<file path="src/include/adc_cal_pkg.sv">
// Shared constants and types for the converter frame link and its host
package adc_cal_pkg;
	// Frame geometry
	localparam int          RESULT_W         = 14;
	localparam int          CNT_W            = 7;
	localparam logic [6:0]  CONV_CLKS        = 7'h12;   // 18 falling edges finish a conversion
	localparam logic [6:0]  POWERUP_CAL_CLKS = 7'h18;   // 24 clocks in the first frame
	localparam logic [6:0]  NORMAL_CAL_CLKS  = 7'h40;   // 64 clocks in a later frame
	localparam logic [6:0]  LAST_BIT_EDGE    = 7'h0E;   // Falls after which result bits are still shifting
	localparam logic [6:0]  CNT_MAX          = 7'h7F;
	localparam logic [13:0] INVALID_RESULT   = 14'h3FFF; // Reported after a short frame
	localparam logic [13:0] RESET_RESULT     = 14'h0000;

	// Timing
	localparam int          SYS_CLK_NS       = 20;
	localparam int          MIN_SAMPLE_NS    = 95;
	localparam int          MIN_SAMPLE_CYC_I = (MIN_SAMPLE_NS + SYS_CLK_NS - 1) / SYS_CLK_NS;
	localparam logic [7:0]  MIN_SAMPLE_CYC   = 8'(MIN_SAMPLE_CYC_I);
	localparam int          SYNC_DEPTH       = 3;
	localparam logic [7:0]  SYNC_MARGIN_CYC  = 8'h04;   // Covers the far end's synchroniser delay
	localparam logic [7:0]  SCLK_HALF_CYC    = 8'h0A;   // 10 cycles high, 10 low: 400 ns period
	localparam logic [2:0]  SYNC_RESET_HI    = 3'h7;
	localparam logic [2:0]  SYNC_RESET_LO    = 3'h0;

	// Device functional states
	typedef enum logic [1:0] {
		sampling_state    = 2'b00,
		conversion_state  = 2'b01,
		offset_trim_state = 2'b10
	} adc_state_t;

	// Host frame states
	typedef enum logic [1:0] {
		host_idle  = 2'b00,
		host_frame = 2'b01,
		host_gap   = 2'b10
	} host_state_t;
endpackage

</file>
<file path="src/include/adc_link_if.sv">
// Serial link between the converter frame logic and its host
`timescale 1ns/1ps
`default_nettype none
interface adc_link_if;
	logic cs_b;
	logic sclk;
	logic sdo_o;
	logic sdo_oe;
	logic sdo_line;

	// Undriven data line settles low through the board keeper
	assign sdo_line = sdo_oe ? sdo_o : 1'b0;

	modport dev (
		input  cs_b,
		input  sclk,
		output sdo_o,
		output sdo_oe
	);

	modport host (
		output cs_b,
		output sclk,
		input  sdo_line
	);
endinterface
`default_nettype wire

</file>
<file path="src/core/adc_dev_end.sv">
// Converter end: frame decode, result shifting and offset trim entry
`timescale 1ns/1ps
`default_nettype none
module adc_dev_end (
	input  wire logic                 sys_clk,
	input  wire logic                 rst_b,
	adc_link_if.dev                   link,
	input  wire logic [13:0]          sample_in,
	output adc_cal_pkg::adc_state_t   state,
	output logic                      conv_done,
	output logic                      cal_done,
	output logic                      cal_abort,
	output logic                      calibrated
);
	// Pin synchronisers and debounced levels
	logic [2:0] cs_sync_q;
	logic [2:0] ck_sync_q;
	logic       cs_lvl_q;
	logic       cs_lvl_d;
	logic       ck_lvl_q;
	logic       ck_lvl_d;
	logic       cs_fall;
	logic       cs_rise;
	logic       ck_fall;
	logic       ck_rise;

	// Frame state
	adc_cal_pkg::adc_state_t st_q;
	adc_cal_pkg::adc_state_t st_d;
	logic [6:0]  cnt_q;
	logic [6:0]  cnt_d;
	logic [6:0]  cnt_next;
	logic [6:0]  cal_target;
	logic        first_q;
	logic        first_d;
	logic        bad_q;
	logic        bad_d;
	logic        conv_ok_q;
	logic        conv_ok_d;
	logic        done_q;
	logic        done_d;
	logic        calib_q;
	logic        calib_d;
	logic [13:0] held_q;
	logic [13:0] held_d;
	logic [13:0] result_q;
	logic [13:0] result_d;
	logic [13:0] shift_q;
	logic [13:0] shift_d;
	logic        sdo_q;
	logic        sdo_d;
	logic        oe_q;
	logic        oe_d;
	logic        conv_done_q;
	logic        conv_done_d;
	logic        cal_done_q;
	logic        cal_done_d;
	logic        cal_abort_q;
	logic        cal_abort_d;

	// A level counts only once the second and third stages agree
	always_comb begin
		cs_lvl_d = cs_lvl_q;
		ck_lvl_d = ck_lvl_q;
		if (cs_sync_q[1] == cs_sync_q[2]) begin
			cs_lvl_d = cs_sync_q[2];
		end
		if (ck_sync_q[1] == ck_sync_q[2]) begin
			ck_lvl_d = ck_sync_q[2];
		end
	end

	assign cs_fall = cs_lvl_q && !cs_lvl_d;
	assign cs_rise = !cs_lvl_q && cs_lvl_d;
	assign ck_fall = ck_lvl_q && !ck_lvl_d;
	assign ck_rise = !ck_lvl_q && ck_lvl_d;

	always_ff @(posedge sys_clk or negedge rst_b) begin
		if (!rst_b) begin
			cs_sync_q <= adc_cal_pkg::SYNC_RESET_HI;
			ck_sync_q <= adc_cal_pkg::SYNC_RESET_LO;
			cs_lvl_q  <= 1'b1;
			ck_lvl_q  <= 1'b0;
		end else begin
			cs_sync_q <= {cs_sync_q[1:0], link.cs_b};
			ck_sync_q <= {ck_sync_q[1:0], link.sclk};
			cs_lvl_q  <= cs_lvl_d;
			ck_lvl_q  <= ck_lvl_d;
		end
	end

	// Count saturates so a very long frame cannot wrap into a false match
	assign cnt_next   = (cnt_q == adc_cal_pkg::CNT_MAX) ? cnt_q : cnt_q + 7'h01;
	assign cal_target = first_q ? adc_cal_pkg::POWERUP_CAL_CLKS
	                            : adc_cal_pkg::NORMAL_CAL_CLKS;

	// Frame sequencing: chip-select edges first, then serial clock edges
	always_comb begin
		st_d        = st_q;
		cnt_d       = cnt_q;
		first_d     = first_q;
		bad_d       = bad_q;
		conv_ok_d   = conv_ok_q;
		done_d      = done_q;
		calib_d     = calib_q;
		held_d      = held_q;
		result_d    = result_q;
		shift_d     = shift_q;
		sdo_d       = sdo_q;
		oe_d        = oe_q;
		conv_done_d = 1'b0;
		cal_done_d  = 1'b0;
		cal_abort_d = 1'b0;
		if (cs_fall) begin
			cnt_d     = 7'h00;
			oe_d      = 1'b1;
			sdo_d     = 1'b0;
			held_d    = sample_in;
			conv_ok_d = 1'b0;
			done_d    = 1'b0;
			// First frame shifts zeros; a short previous frame reports garbage
			if (first_q) begin
				shift_d = adc_cal_pkg::RESET_RESULT;
				st_d    = adc_cal_pkg::offset_trim_state;
			end else begin
				shift_d = bad_q ? adc_cal_pkg::INVALID_RESULT : result_q;
				st_d    = adc_cal_pkg::conversion_state;
			end
		end else if (cs_rise) begin
			oe_d    = 1'b0;
			sdo_d   = 1'b0;
			bad_d   = !conv_ok_q;
			first_d = 1'b0;
			if (st_q == adc_cal_pkg::offset_trim_state) begin
				cal_abort_d = 1'b1;
			end
			st_d = adc_cal_pkg::sampling_state;
		end else if (oe_q) begin
			if (ck_fall) begin
				cnt_d = cnt_next;
				if (cnt_next == adc_cal_pkg::CONV_CLKS) begin
					result_d    = held_q;
					conv_ok_d   = 1'b1;
					conv_done_d = 1'b1;
					if (st_q == adc_cal_pkg::conversion_state) begin
						st_d = adc_cal_pkg::sampling_state;
					end
				end
				// Clocks beyond the conversion mean the host wants a trim
				if ((cnt_next == adc_cal_pkg::CONV_CLKS + 7'h01) && !done_q && !first_q &&
				    (st_q == adc_cal_pkg::sampling_state)) begin
					st_d = adc_cal_pkg::offset_trim_state;
				end
				if ((st_q == adc_cal_pkg::offset_trim_state) && (cnt_next == cal_target)) begin
					done_d     = 1'b1;
					cal_done_d = 1'b1;
					calib_d    = 1'b1;
					st_d       = adc_cal_pkg::sampling_state;
				end
			end
			// Bits launch on rising edges after the first fall; shift register empties to zeros
			if (ck_rise && (cnt_q != 7'h00)) begin
				sdo_d   = shift_q[13];
				shift_d = {shift_q[12:0], 1'b0};
			end
		end
	end

	always_ff @(posedge sys_clk or negedge rst_b) begin
		if (!rst_b) begin
			st_q        <= adc_cal_pkg::sampling_state;
			cnt_q       <= 7'h00;
			first_q     <= 1'b1;
			bad_q       <= 1'b0;
			conv_ok_q   <= 1'b0;
			done_q      <= 1'b0;
			calib_q     <= 1'b0;
			held_q      <= adc_cal_pkg::RESET_RESULT;
			result_q    <= adc_cal_pkg::RESET_RESULT;
			shift_q     <= adc_cal_pkg::RESET_RESULT;
			sdo_q       <= 1'b0;
			oe_q        <= 1'b0;
			conv_done_q <= 1'b0;
			cal_done_q  <= 1'b0;
			cal_abort_q <= 1'b0;
		end else begin
			st_q        <= st_d;
			cnt_q       <= cnt_d;
			first_q     <= first_d;
			bad_q       <= bad_d;
			conv_ok_q   <= conv_ok_d;
			done_q      <= done_d;
			calib_q     <= calib_d;
			held_q      <= held_d;
			result_q    <= result_d;
			shift_q     <= shift_d;
			sdo_q       <= sdo_d;
			oe_q        <= oe_d;
			conv_done_q <= conv_done_d;
			cal_done_q  <= cal_done_d;
			cal_abort_q <= cal_abort_d;
		end
	end

	// Outputs straight from flip-flops
	assign link.sdo_o  = sdo_q;
	assign link.sdo_oe = oe_q;
	assign state       = st_q;
	assign conv_done   = conv_done_q;
	assign cal_done    = cal_done_q;
	assign cal_abort   = cal_abort_q;
	assign calibrated  = calib_q;
endmodule
`default_nettype wire

</file>
<file path="src/flat_wrapper.sv">
// flat-port wrapper written by rule: the top's interface ports become plain ports
module adc_dev_end_flat 
  (sys_clk, rst_b, sample_in, state, conv_done, cal_done, cal_abort, calibrated, link_cs_b, link_sclk, link_sdo_o, link_sdo_oe);
  adc_link_if link_i ();
  input  wire logic sys_clk;
  input  wire logic rst_b;
  input  wire logic [13:0] sample_in;
  output adc_cal_pkg::adc_state_t state;
  output logic conv_done;
  output logic cal_done;
  output logic cal_abort;
  output logic calibrated;
  input wire logic [$bits(link_i.cs_b)-1:0] link_cs_b;
  input wire logic [$bits(link_i.sclk)-1:0] link_sclk;
  output wire logic [$bits(link_i.sdo_o)-1:0] link_sdo_o;
  output wire logic [$bits(link_i.sdo_oe)-1:0] link_sdo_oe;
  assign link_i.cs_b = link_cs_b;
  assign link_i.sclk = link_sclk;
  assign link_sdo_o = link_i.sdo_o;
  assign link_sdo_oe = link_i.sdo_oe;
  adc_dev_end u_core (.sys_clk(sys_clk), .rst_b(rst_b), .link(link_i), .sample_in(sample_in), .state(state), .conv_done(conv_done), .cal_done(cal_done), .cal_abort(cal_abort), .calibrated(calibrated));
endmodule
</file>
<file path="config.mk">
export PLATFORM = sky130hd
export DESIGN_NAME = adc_dev_end_flat
export DESIGN_NICKNAME = d
export VERILOG_FILES = /design/src/include/adc_cal_pkg.sv /design/src/include/adc_link_if.sv /design/src/core/adc_dev_end.sv /design/src/flat_wrapper.sv
export SDC_FILE = /design/constraint.sdc
export NUM_CORES = 1
export LEC_CHECK = 0
export ABC_CLOCK_PERIOD_IN_PS = 2540
export BUFFER_PORTS_ARGS = -buffer_cell sky130_fd_sc_hd__buf_2
export CORE_MARGIN = 2
export CORE_UTILIZATION = 29
export DETAILED_ROUTE_END_ITERATION = 8
export PLACE_DENSITY = 0.46
export SLEW_MARGIN = 0
export SYNTH_ARGS = -nofsm -noshare
export SYNTH_HDL_FRONTEND = slang
export SYNTH_SLANG_ARGS = --single-unit
</file>
<file path="constraint.sdc">
create_clock -name sys_clk -period 2.54 [get_ports sys_clk]
set_input_delay 0.254 -clock sys_clk [delete_from_list [all_inputs] [get_ports sys_clk]]
set_output_delay 0.254 -clock sys_clk [all_outputs]
set_load 0.01 [all_outputs]
</file>
# [Word level (Yosys, flattened, before mapping)]
# Cells that the tools add are included.
[op_classes] eq_ne=9 n_reduce_logical=38 bitwise_logic=2 mux=52 addsub=1
[ops] cell="$mux 14" count=6
[ops] cell="$mux 7" count=6
[ops] cell="$mux 1" count=31
[ops] cell="$mux 2" count=9
[ops] cell="$eq 7x5->1 const B" count=2
[ops] cell="$reduce_and 4->1" count=3
[ops] cell="$reduce_bool 2->1" count=6
[ops] cell="$reduce_and 5->1" count=2
[ops] cell="$reduce_bool 5->1" count=2
[ops] cell="$logic_and 1x1->1" count=9
[ops] cell="$reduce_bool 3->1" count=3
[ops] cell="$add 7x1->7 const B" count=1
[ops] cell="$eq 7x7->1" count=1
[ops] cell="$eq 7x7->1 const B" count=1
[ops] cell="$logic_not 1->1" count=7
[ops] cell="$reduce_bool 7->1" count=1
[ops] cell="$reduce_and 3->1" count=2
[ops] cell="$reduce_and 2->1" count=2
[ops] cell="$eq 1x1->1" count=2
[ops] cell="$eq 2x1->1 const B" count=1
[ops] cell="$eq 2x2->1 const B" count=1
[ops] cell="$logic_not 2->1" count=1
[ops] cell="$ne 2x1->1 const B" count=1
[ops] cell="$not 1->1" count=2
[totals] out_inout_bits=8 regBits=69 inputBits=18

# [Longest topological paths before layout]
# Gate-level depths: netlist of run 1.
[depth] depth_word=12 mapped_depth=11

# [Worst setup path after synthesis of run 1]
# Ideal clock, no wire load.
[synth_path] path_type="register to register" startpoint="register u_core.cs_sync_q[1]" endpoint="register u_core.result_q[10]" stages_incl_launch_ff=11 period_less_slack_ns=2.307 t_arrival_ns=2.180 setup_slack_ns=0.233 path_buffers=2 setup_time_ns=0.128 cell_sequence="dfstp_2 -> nand2_1 -> nand2_1 -> o21ai_0 -> ha_1 -> nor2_1 -> and3_1 -> clkbuf_1 -> nand2_2 -> buf_4 -> mux2_1"
[synth_between] elab_chain_cells=6
[synth_rtl] element="start, declared" line="adc_dev_end.sv:16" text="logic [2:0] cs_sync_q;"
[synth_rtl] element="start signal, assigned" line="adc_dev_end.sv:80" text="cs_sync_q <= adc_cal_pkg::SYNC_RESET_HI;"
[synth_rtl] element="start signal, assigned" line="adc_dev_end.sv:85" text="cs_sync_q <= {cs_sync_q[1:0], link.cs_b};"
[synth_rtl] element="$eq 1x1->1" line="adc_dev_end.sv:65" text="if (cs_sync_q[1] == cs_sync_q[2]) begin"
[synth_rtl] element="$mux 1" line="adc_dev_end.sv:65"
[synth_rtl] element="$logic_not 1->1" line="adc_dev_end.sv:73" text="assign cs_fall = cs_lvl_q && !cs_lvl_d;"
[synth_rtl] element="$logic_and 1x1->1" line="adc_dev_end.sv:73"
[synth_rtl] element="net u_core.cs_fall" line="adc_dev_end.sv:22" text="logic cs_fall;"
[synth_rtl] element="$not 1->1 (no source line)"
[synth_rtl] element="$reduce_and 5->1 (no source line)"
[synth_rtl] element="end signal, assigned" line="adc_dev_end.sv:179" text="result_q <= adc_cal_pkg::RESET_RESULT;"
[synth_rtl] element="end signal, assigned" line="adc_dev_end.sv:195" text="result_q <= result_d;"
[synth_rtl] element="end, declared" line="adc_dev_end.sv:46" text="logic [13:0] result_q;"
# The timed path passes the listed nets, and every way through them passes these cells.
# A chain may end at the register's enable or synchronous reset.

# [Worst setup path in the final report of run 1]
[layout_path] startpoint="register u_core.cnt_q[1]" endpoint="register u_core.result_q[12]"
[layout_between] elab_chain_cells=4
[layout_rtl] element="start, declared" line="adc_dev_end.sv:30" text="logic [6:0] cnt_q;"
[layout_rtl] element="start signal, assigned" line="adc_dev_end.sv:188" text="cnt_q <= cnt_d;"
[layout_rtl] element="$add 7x1->7 or $eq 7x7->1 (tied branches)" line="adc_dev_end.sv:93" text="assign cnt_next = (cnt_q == adc_cal_pkg::CNT_MAX) ? cnt_q : cnt_q + 7'h01;"
[layout_rtl] element="$mux 7 *" line="adc_dev_end.sv:93"
[layout_rtl] element="$eq 7x5->1 *" line="adc_dev_end.sv:141" text="if (cnt_next == adc_cal_pkg::CONV_CLKS) begin"
[layout_rtl] element="$reduce_and 5->1 (no source line) *"
# Mark *: on every way between the ends. The rest lies on a longest branch, timed or not.

==> run summary, run 1 <==
Final ANT Viol Nets = 0
Largest net degree at the start of global routing = 30
Critical path peak fanout = 15
Vias in the first global route = 2,286
Core Util, Final = 34.6%
Core area = 10,800 um^2
Routed length per instance = 13.3 um
Synth Instances = 306
Synthesis-to-finish area growth = 16.8%
Fmax = 423 MHz
Fin area = 3730 um^2
Least-Margin Pin Slew = 0.480 ns
IO Count = 26
Final wirelength = 6410 um
Post-synth cell types = 51
Postcts setup bufs = 0
Final nets = 358
Most used DFF post-synth = dfrtp_1
TritonRoute pass-1 iters = 4
Area post-placement = 3480 um^2
Skew final = 0.00932 ns
Layout cells sized above 1 = 24.6%
RSZ-0062 raised after global routing = false
Clock Tree Buf Depth = 2
Std cell rows = 38
Worst setup EP type = register
Yosys reg bits = 69
Ys async rst share = 100%
Final min period = 2.37 ns
Post-route insts no fill = 481
TritonCTS buffer count = 9
Post-synth net total = 328
Via density = 4.72
Peak VDD IR = 0.000389 V
Vias post-DR = 2,271
ANT cells = 0
Total gr overflow = 0
Dpl cells = 462
Remaining DRCs = 0
First-pass GRT wire length = 11,100 um
Slew headroom = 67.5%
Status = completed
Number of buffers added on ports = 25
H-tree depth = 3
Gpl congestion = 0.865
Post-synth EDFFs = 0
Fin. Hold Viols = 0
Worst EP arrival = 2.59 ns
TritonCTS Sinks = 69
WS Path Type = register to register
Avg Cell Area, Syn = 10.4 um^2
Type of origin of the critical path = register
Max Slew Vio Count = 0
CTS tree = built
Die Wd = 109 um
HP Class = primary input to register
Synthesized cell area = 3200 um^2
Clk root buf = clkbuf_8
Max_cap viols = 0
Initial antenna violation count = 0
Total die area = 11,900 um^2
Clock transition at path regs = 0.08 ns
Clock latency on the worst-skew pair = 0.34 ns
Total negative slack = 0 ns
Seq/Total Area, Yosys = 54.2%
Lkg Pwr = 1.72 nW
Final setup vio count = 0
Initial Utilization = 29.6%
Hold slack final = 0.141 ns
Synth warn = 0
Detailed Place HPWL = 4490 um
DIE HEIGHT = 109 um
Crit path required time = 2.76 ns
PwrDens = 772 nW/um^2
Tcrit/Tclk final = 93.1%
Global Route Usage Sum = 12.0%
Detailed router's first-iteration violation count = 50
-- layout by cell type, fill, tap and decap left out, drive strengths merged, types with 4 or more instances in the layout --
master	Yosys	final
and3	5	5
nor3	20	20
inv	11	12
clkbuf	9	11
ha	4	4
mux2	30	30
a21oi	25	25
buf	11	36
nor2	30	30
nand2	26	26
dfstp	5	5
nand3	8	8
o21ai	21	21
dfrtp	64	64
-- cells in the mapped netlist (2+ instances only) --
cell type  count  area share [%]
a21oi_1       23             3.6
or3_1          2            0.39
and3_1         4            0.78
a41oi_1        3            0.82
mux2_1        15             5.3
inv_1          9             1.1
o21ai_1        4            0.63
nand2_1       25             2.9
dfstp_2        5             4.1
nor4b_1        2            0.55
o21ai_0       17             2.7
nand4_1        2            0.39
nor2_1        30             3.5
mux2_2        15             5.3
ha_1           4             1.6
clkbuf_1       9             1.1
nand3_1        8             1.3
a21oi_2        2            0.55
nor2b_1        2            0.39
buf_2          5            0.78
dfrtp_1       64              50
nor3_1        19             3.0
a21boi_0       2            0.47
buf_4          3            0.70
a31oi_1        2            0.39
inv_2          2            0.24
buf_6          2            0.70
a21o_1         3            0.70
-- flip-flops by register name (all words and copies together), names as in the netlist --
register / count
u_core.held_q: 14
u_core.result_q: 14
u_core.shift_q: 14
u_core.cnt_q: 7
u_core.ck_sync_q: 3
u_core.cs_sync_q: 3
u_core.state: 2
u_core.bad_q: 1
u_core.cal_abort: 1
u_core.cal_done: 1
u_core.calibrated: 1
u_core.ck_lvl_q: 1
u_core.conv_done: 1
u_core.conv_ok_q: 1
u_core.cs_lvl_q: 1
u_core.done_q: 1
u_core.first_q: 1
u_core.link.sdo_o: 1
u_core.link.sdo_oe: 1
-- cell families after synthesis --
logic type,Yosys count,synth area share (%)
adder cells (fa/ha/maj),5,1.88
flip-flops,69,54.2
XOR/XNOR,1,0.274
AND/OR/NAND/NOR,104,15.8
multiplexers,30,10.6
buffers and inverters,31,4.66
AO/OA/AOI/OAI,66,12.6
-- worst max-delay path, cell delays in order, from the launching register on --
cell	delay, ns
dfrtp_1	0.45
ha_1	0.29
and3_1	0.25
mux2_1	0.23
nand2_1	0.10
nor3_2	0.35
nand2_4	0.21
mux2_1	0.36
-- per-layer routing --
layer,vias up,part of all wire (%),wire length [um],track usage (%)
met4,0,2.0,131,5.86
met3,12,3.1,198,2.69
li1,1138,-,-,-
met2,30,46,2930,18.4
met1,1091,49,3150,16.1
met5,-,0,0,0
-- metrics by stage --
step	power (mW)	worst slack, ns
2_1_floorplan	1.78	0.233
3_3_place_gp	1.97	0.127
3_5_place_dp	1.98	0.0977
4_1_cts	2.93	0.0733
5_1_grt	3.08	0.0311
6_report	2.88	0.174
-- worst paths after layout --
| kind | slack (ns) | to | depth (start not counted) | from |
|---|---|---|---|---|
| max in group asynchronous | 1.39 | u_core.shift_q[2] | 3 | rst_b |
| max | 0.17 | u_core.result_q[12] | 7 | u_core.cnt_q[1] |
| min | 0.14 | u_core.held_q[7] | 2 | sample_in[7] |
| min in group asynchronous | 0.40 | u_core.cnt_q[0] | 2 | rst_b |
| max reg2reg | 0.17 | u_core.result_q[12] | 7 | u_core.cnt_q[1] |
| min reg2reg | 0.35 | u_core.ck_sync_q[1] | 0 | u_core.ck_sync_q[0] |
-- repair_timing --
item                                    CTS  global route
hold endpoints to repair                 15             1
gates resized for setup                   0             3
hold buffers                              2             1
endpoints found under the setup margin    0            28
-- power breakdown --
part / switching (mW) / internal (mW)
logic: 0.260 / 0.253
clock network: 0.422 / 0.509
registers: 0.130 / 1.31
-- final cells by class --
cell class / count / area, um^2
flip-flops and latches: 69 / 1730
clock inverters: 5 / 57.6
multi-input cells: 206 / 1330
well taps: 140 / 175
repair buffers: 39 / 250
fillers: 1112 / 7060
inverters: 11 / 41.3
clock buffers: 11 / 151
Note: power is estimated with default switching activity, not from simulation.
==> run 2, diff against run 1 <==
- CORE_MARGIN: 2 -> 4
==> run summary, run 2 (synthesis gave the netlist of run 1 again) <==
Final ANT Viol Nets = 0 (unchanged)
Worst EP arrival = 2.58 ns (about the same)
Gpl congestion = 0.837 (-3.2%)
R2r setup slk = 0.19 ns (+0.02 ns)
Fmax = 426 MHz (+0.81%)
Initial Utilization = 29.6% (unchanged)
TritonCTS buffer count = 9 (unchanged)
Clock transition at path regs = 0.09 ns (about the same)
Max_cap viols = 0 (unchanged)
Worst-path cell chain = ha_1 > and3_1 > mux2_1 > nand2_1 > nor3_2 > nand2_4 > mux2_1
Global Route Usage Sum = 11.4% (-0.62 points)
Clock latency on the worst-skew pair = 0.36 ns (+0.02 ns)
Clk root buf = clkbuf_8
PwrDens = 758 nW/um^2 (-1.8%)
Core area = 10,800 um^2 (unchanged)
Least-Margin Pin Slew = 0.504 ns (+0.0231 ns)
Register area = 1730 um^2 (unchanged)
Slowest stage delay, CP = 0.46 ns (about the same)
Total gr overflow = 0 (unchanged)
Synthesis-to-finish area growth = 16.4%
Initial antenna violation count = 0 (unchanged)
DIE HEIGHT = 113 um (+3.7%)
Critical path peak fanout = 15 (unchanged)
Vias in the first global route = 2,378 (+4.0%)
Skew final = 0.0167 ns (+0.00741 ns)
Final setup vio count = 0 (unchanged)
Tcrit/Tclk final = 92.4% (-0.75 points)
Number of buffers added on ports = 25 (unchanged)
Most frequent cells in the layout = dfrtp_1, nor2_1, nand2_1, buf_2, a21oi_1
TritonCTS Sinks = 69 (unchanged)
Detailed Place HPWL = 4400 um (-2.0%)
Fin. Hold Viols = 0 (unchanged)
Status = completed
Multi-input gate area = 1330 um^2 (unchanged)
Vias post-DR = 2,282 (+0.48%)
Crit path required time = 2.77 ns (about the same)
Layout cells sized above 1 = 24.4% (-0.22 points)
Top flop regs = u_core.held_q x14, u_core.result_q x14, u_core.shift_q x14
Max Slew Vio Count = 0 (unchanged)
Final min period = 2.35 ns (-0.0191 ns)
H-tree depth = 3 (unchanged)
Filler cells = 1,102 (-0.90%)
HP Class = primary input to register
RSZ-0062 raised after global routing = false
Most common cell after layout, fill and taps aside = dfrtp_1
CP max stage cell = dfrtp_1
First-pass GRT wire length = 11,700 um (+5.5%)
Via density = 4.75 (+0.69%)
Remaining DRCs = 0 (unchanged)
Largest net degree at the start of global routing = 70 (+130%)
Routed length per instance = 13.6 um (+2.2%)
Total die area = 12,800 um^2 (+7.5%)
Total negative slack = 0 ns (unchanged)
Postcts setup bufs = 0 (unchanged)
Worst setup EP type = register
Lkg Pwr = 1.71 nW (-1.0%)
ANT cells = 0 (unchanged)
WS Path Type = register to register
Die Wd = 113 um (+3.7%)
Peak VDD IR = 0.000299 V (-23%)
Clock Tree Buf Depth = 2 (unchanged)
Final nets = 357 (-0.28%)
Type of origin of the critical path = register
TritonRoute pass-1 iters = 6 (+2)
Final wirelength = 6530 um (+2.0%)
Most used cell, CP = mux2_1
Slew headroom = 65.9% (-1.6 points)
Detailed router's first-iteration violation count = 88 (+76%)
Std cell rows = 38 (unchanged)
Total power = 2.82 mW (-2.2%)
CTS tree = built
IO Count = 26 (unchanged)
-- run 2: cell types whose count changed in the layout (fill, tap and decap cells not counted), sizes merged --
cell,before,now
clkinv,3,0
clkinvlp,0,2
buf,36,35
inv,12,15
clkbuf,11,10
bufinv,1,0
-- run 2: power breakdown --
group / internal (mW) / switching (mW)
registers: 1.31 / 0.133
clock network: 0.398 / 0.464
logic: 0.255 / 0.263
total: 1.96 / 0.860
-- run 2: area by class of cell --
| class | count | share of cell area, % |
|---|---|---|
| Clock buffer | 10 | 3.70 |
| Clock inverter | 6 | 1.41 |
| Inverter | 11 | 1.11 |
| Multi-Input combinational cell | 206 | 35.6 |
| Sequential cell | 69 | 46.6 |
| Tap cell | 140 | 4.71 |
| Timing Repair Buffer | 38 | 6.86 |
-- run 2: worst paths after layout --
path / startpoint / end / cells past startpoint
hold / removal: sample_in[7] / u_core.held_q[7] / 2
min in group asynchronous: rst_b / u_core.cnt_q[2] / 3
max in group asynchronous: rst_b / u_core.cs_sync_q[2] / 3
setup / recovery: u_core.cnt_q[1] / u_core.result_q[9] / 7
setup reg to reg: u_core.cnt_q[1] / u_core.result_q[9] / 7
hold reg to reg: u_core.ck_sync_q[0] / u_core.ck_sync_q[1] / 0
-- run 2: layer usage --
metal | GRT usage [%] | vias up | part of all wire [%]
met5 | 0 | - | 0
met4 | 4.33 | 0 | 2.1
met2 | 17.7 | 41 | 47
met1 | 14.7 | 1090 | 46
li1 | - | 1140 | -
met3 | 3.90 | 11 | 4.2
-- run 2: critical path, delay by kind of cell (launching register included) --
family                   cells  cell delay, ns
flip-flops                   1            0.46
adder cells (fa/ha/maj)      1            0.28
multiplexers                 2            0.58
AND/OR/NAND/NOR              4            0.90
-- run 2: stage by stage --
step	setup WS, ns	hold WS, ns	cells	area, um^2	utilization (%)
6_report	0.193	0.119	480	3720	34.5
5_1_grt	0.0389	0.0976	480	3720	34.5
4_1_cts	0.0509	0.0976	480	3710	34.4
3_5_place_dp	0.0973	0.312	461	3490	32.3
3_3_place_gp	0.104	0.312	461	3490	32.3
2_1_floorplan	0.233	-0.0416	306	3200	-
-- run 2: timing repair --
| item | 4_1_cts | 5_1_grt |
|---|---|---|
| hold buffers | 3 | 0 |
| resized for setup | 0 | 3 |
| hold endpoints to repair | 66 | 0 |
| setup endpoints to repair | 0 | 28 |
==> run 3, diff against run 2 <==
- CELL_PAD_IN_SITES_DETAIL_PLACEMENT: not set -> 1
- CELL_PAD_IN_SITES_GLOBAL_PLACEMENT: not set -> 1
- PLACE_DENSITY: 0.46 -> 0.54
==> run summary, run 3 (synthesis gave the netlist of run 1 again) <==
Final ANT Viol Nets = 0 (unchanged)
Hold Crit Start = sample_in[9]
Most common cell after layout, fill and taps aside = dfrtp_1
Core area = 10,800 um^2 (unchanged)
RSZ-0062 raised after global routing = false
Fin. Hold Viols = 0 (unchanged)
Vias in the first global route = 2,524 (+6.1%)
H-tree depth = 3 (unchanged)
Clock transition at path regs = 0.08 ns (about the same)
Largest net degree at the start of global routing = 56 (-20%)
Total power = 3.00 mW (+6.3%)
Skew final = 0.0152 ns (-0.00153 ns)
Detailed router's first-iteration violation count = 77 (-13%)
First-pass GRT wire length = 12,500 um (+7.5%)
Final setup vio count = 0 (unchanged)
Remaining DRCs = 0 (unchanged)
Met1 Use GR = 15.5% (+0.76 points)
Worst-path cell chain = ha_1 > and3_1 > buf_4 > mux2_2 > o2111ai_1 > a31o_2 > nor2_1 > or2_1
Pre-CTS setup slack = 0.128 ns (+0.0303 ns)
Worst Setup SP = u_core.cnt_q[0]
Top flop regs = u_core.held_q x14, u_core.result_q x14, u_core.shift_q x14
Most frequent cells in the layout = dfrtp_1, nor2_1, nand2_1, buf_2, a21oi_1
Synthesis-to-finish area growth = 18.1%
Std cell rows = 38 (unchanged)
CTS tree = built
Final wirelength = 7260 um (+11%)
RR Startpoint = u_core.cnt_q[0]
TritonCTS Sinks = 69 (unchanged)
IO Count = 26 (unchanged)
Total gr overflow = 0 (unchanged)
Max_cap viols = 0 (unchanged)
Area post-placement = 3500 um^2 (+0.43%)
Clk root buf = clkbuf_8
Tcrit/Tclk final = 91.5% (-0.90 points)
Die Wd = 113 um (unchanged)
Total negative slack = 0 ns (unchanged)
Type of origin of the critical path = register
Top Family by Delay on Critical Path = simple AND/OR/NAND/NOR gates
Routed length per instance = 15.1 um (+11%)
Clock Tree Buf Depth = 2 (unchanged)
Worst setup EP type = register
Final worst slack = 0.216 ns (+0.0229 ns)
GRT met2 Usage = 19.9% (+2.2 points)
CP max stage cell = dfrtp_1
Critical path peak fanout = 8 (-7)
PwrDens = 794 nW/um^2 (+4.8%)
DIE HEIGHT = 113 um (unchanged)
Slowest stage delay, CP = 0.49 ns (+0.03 ns)
ANT cells = 0 (unchanged)
Via density = 4.85 (+2.0%)
Slew headroom = 61.4% (-4.5 points)
TritonCTS buffer count = 9 (unchanged)
Global Route Usage Sum = 12.2% (+0.79 points)
Initial Utilization = 29.6% (unchanged)
Final nets = 359 (+0.56%)
Worst EP arrival = 2.55 ns (-0.03 ns)
Crit path required time = 2.77 ns (about the same)
Clock latency on the worst-skew pair = 0.34 ns (-0.02 ns)
Final min period = 2.32 ns (-0.0229 ns)
Lkg Pwr = 1.74 nW (+2.1%)
Vias post-DR = 2,337 (+2.4%)
TritonRoute pass-1 iters = 4 (-2)
Gpl congestion = 0.823 (-1.6%)
Number of buffers added on ports = 25 (unchanged)
Met3 GRT Util = 2.78% (-1.1 points)
WS Path Type = register to register
Status = completed
Max Slew Vio Count = 0 (unchanged)
Detailed Place HPWL = 5010 um (+14%)
Least-Margin Pin Slew = 0.570 ns (+0.0661 ns)
Fin area = 3770 um^2 (+1.4%)
Global route hottest layer = met2
Layout cells sized above 1 = 24.3% (-0.14 points)
Initial antenna violation count = 0 (unchanged)
Total die area = 12,800 um^2 (unchanged)
HP Class = primary input to register
Peak VDD IR = 0.000236 V (-21%)
Fmax = 430 MHz (+0.99%)
CP bufs+invs = 1 (+1)
run 3: cell types whose count changed in the layout (fill, tap and decap cells not counted), sizes merged:
cell / change
inv: -4
clkinv: +3
buf: +2
bufinv: +2
clkinvlp: -2
clkbuf: +1
run 3: worst paths after layout:
path | end | slack (ns) | depth (start not counted)
min | u_core.held_q[9] | 0.14 | 2
max reg2reg | u_core.calibrated | 0.22 | 8
min in group asynchronous | u_core.cnt_q[3] | 0.38 | 2
max | u_core.calibrated | 0.22 | 8
min reg2reg | u_core.cs_sync_q[1] | 0.36 | 0
max in group asynchronous | u_core.cs_sync_q[0] | 1.49 | 3
run 3: power breakdown:
group          internal [mW]  total (mW)  leakage (nW)  switching (mW)
Sequential              1.31        1.45         0.874           0.139
Clock                  0.608        1.03         0.120           0.422
Combinational          0.253       0.519         0.748           0.265
Total                   2.17        3.00          1.74           0.827
run 3: worst reg2reg max path, delay by kind of cell (launching register included):
kind / cells / cell delay [ns]
mux: 1 / 0.35
buf+inv: 1 / 0.17
simple gates: 3 / 0.54
flops: 1 / 0.49
fa+ha+maj: 1 / 0.30
compound gates: 2 / 0.37
run 3: layer usage:
layer	wire length (um)	up-vias
li1	-	1145
met1	3390	1154
met2	3540	29
met3	208	9
met4	127	0
met5	0	-
run 3: cell type report:
cell class	count	area (um^2)
fillers	1221	7020
flip-flops and latches	69	1730
multi-input cells	206	1320
repair buffers	40	270
well taps	140	175
clock buffers	11	151
clock inverters	5	82.6
inverters	11	41.3
run 3: timing repair:
action / in CTS / in global routing
gates resized for setup: 0 / 1
buffers inserted: 0 / 0
hold buffers: 2 / 1
endpoints found under the hold margin: 14 / 1
endpoints found under the setup margin: 0 / 14
run 3: metrics by stage:
| step | hold WS (ns) | instances | util (%) |
|---|---|---|---|
| detailed placement | 0.216 | 463 | 32.5 |
| global placement | 0.219 | 463 | 32.5 |
| global route | 0.123 | 482 | 35.0 |
| floorplan | -0.0416 | 306 | - |
| finish | 0.139 | 482 | 35.0 |
| CTS | 0.00616 | 481 | 34.8 |
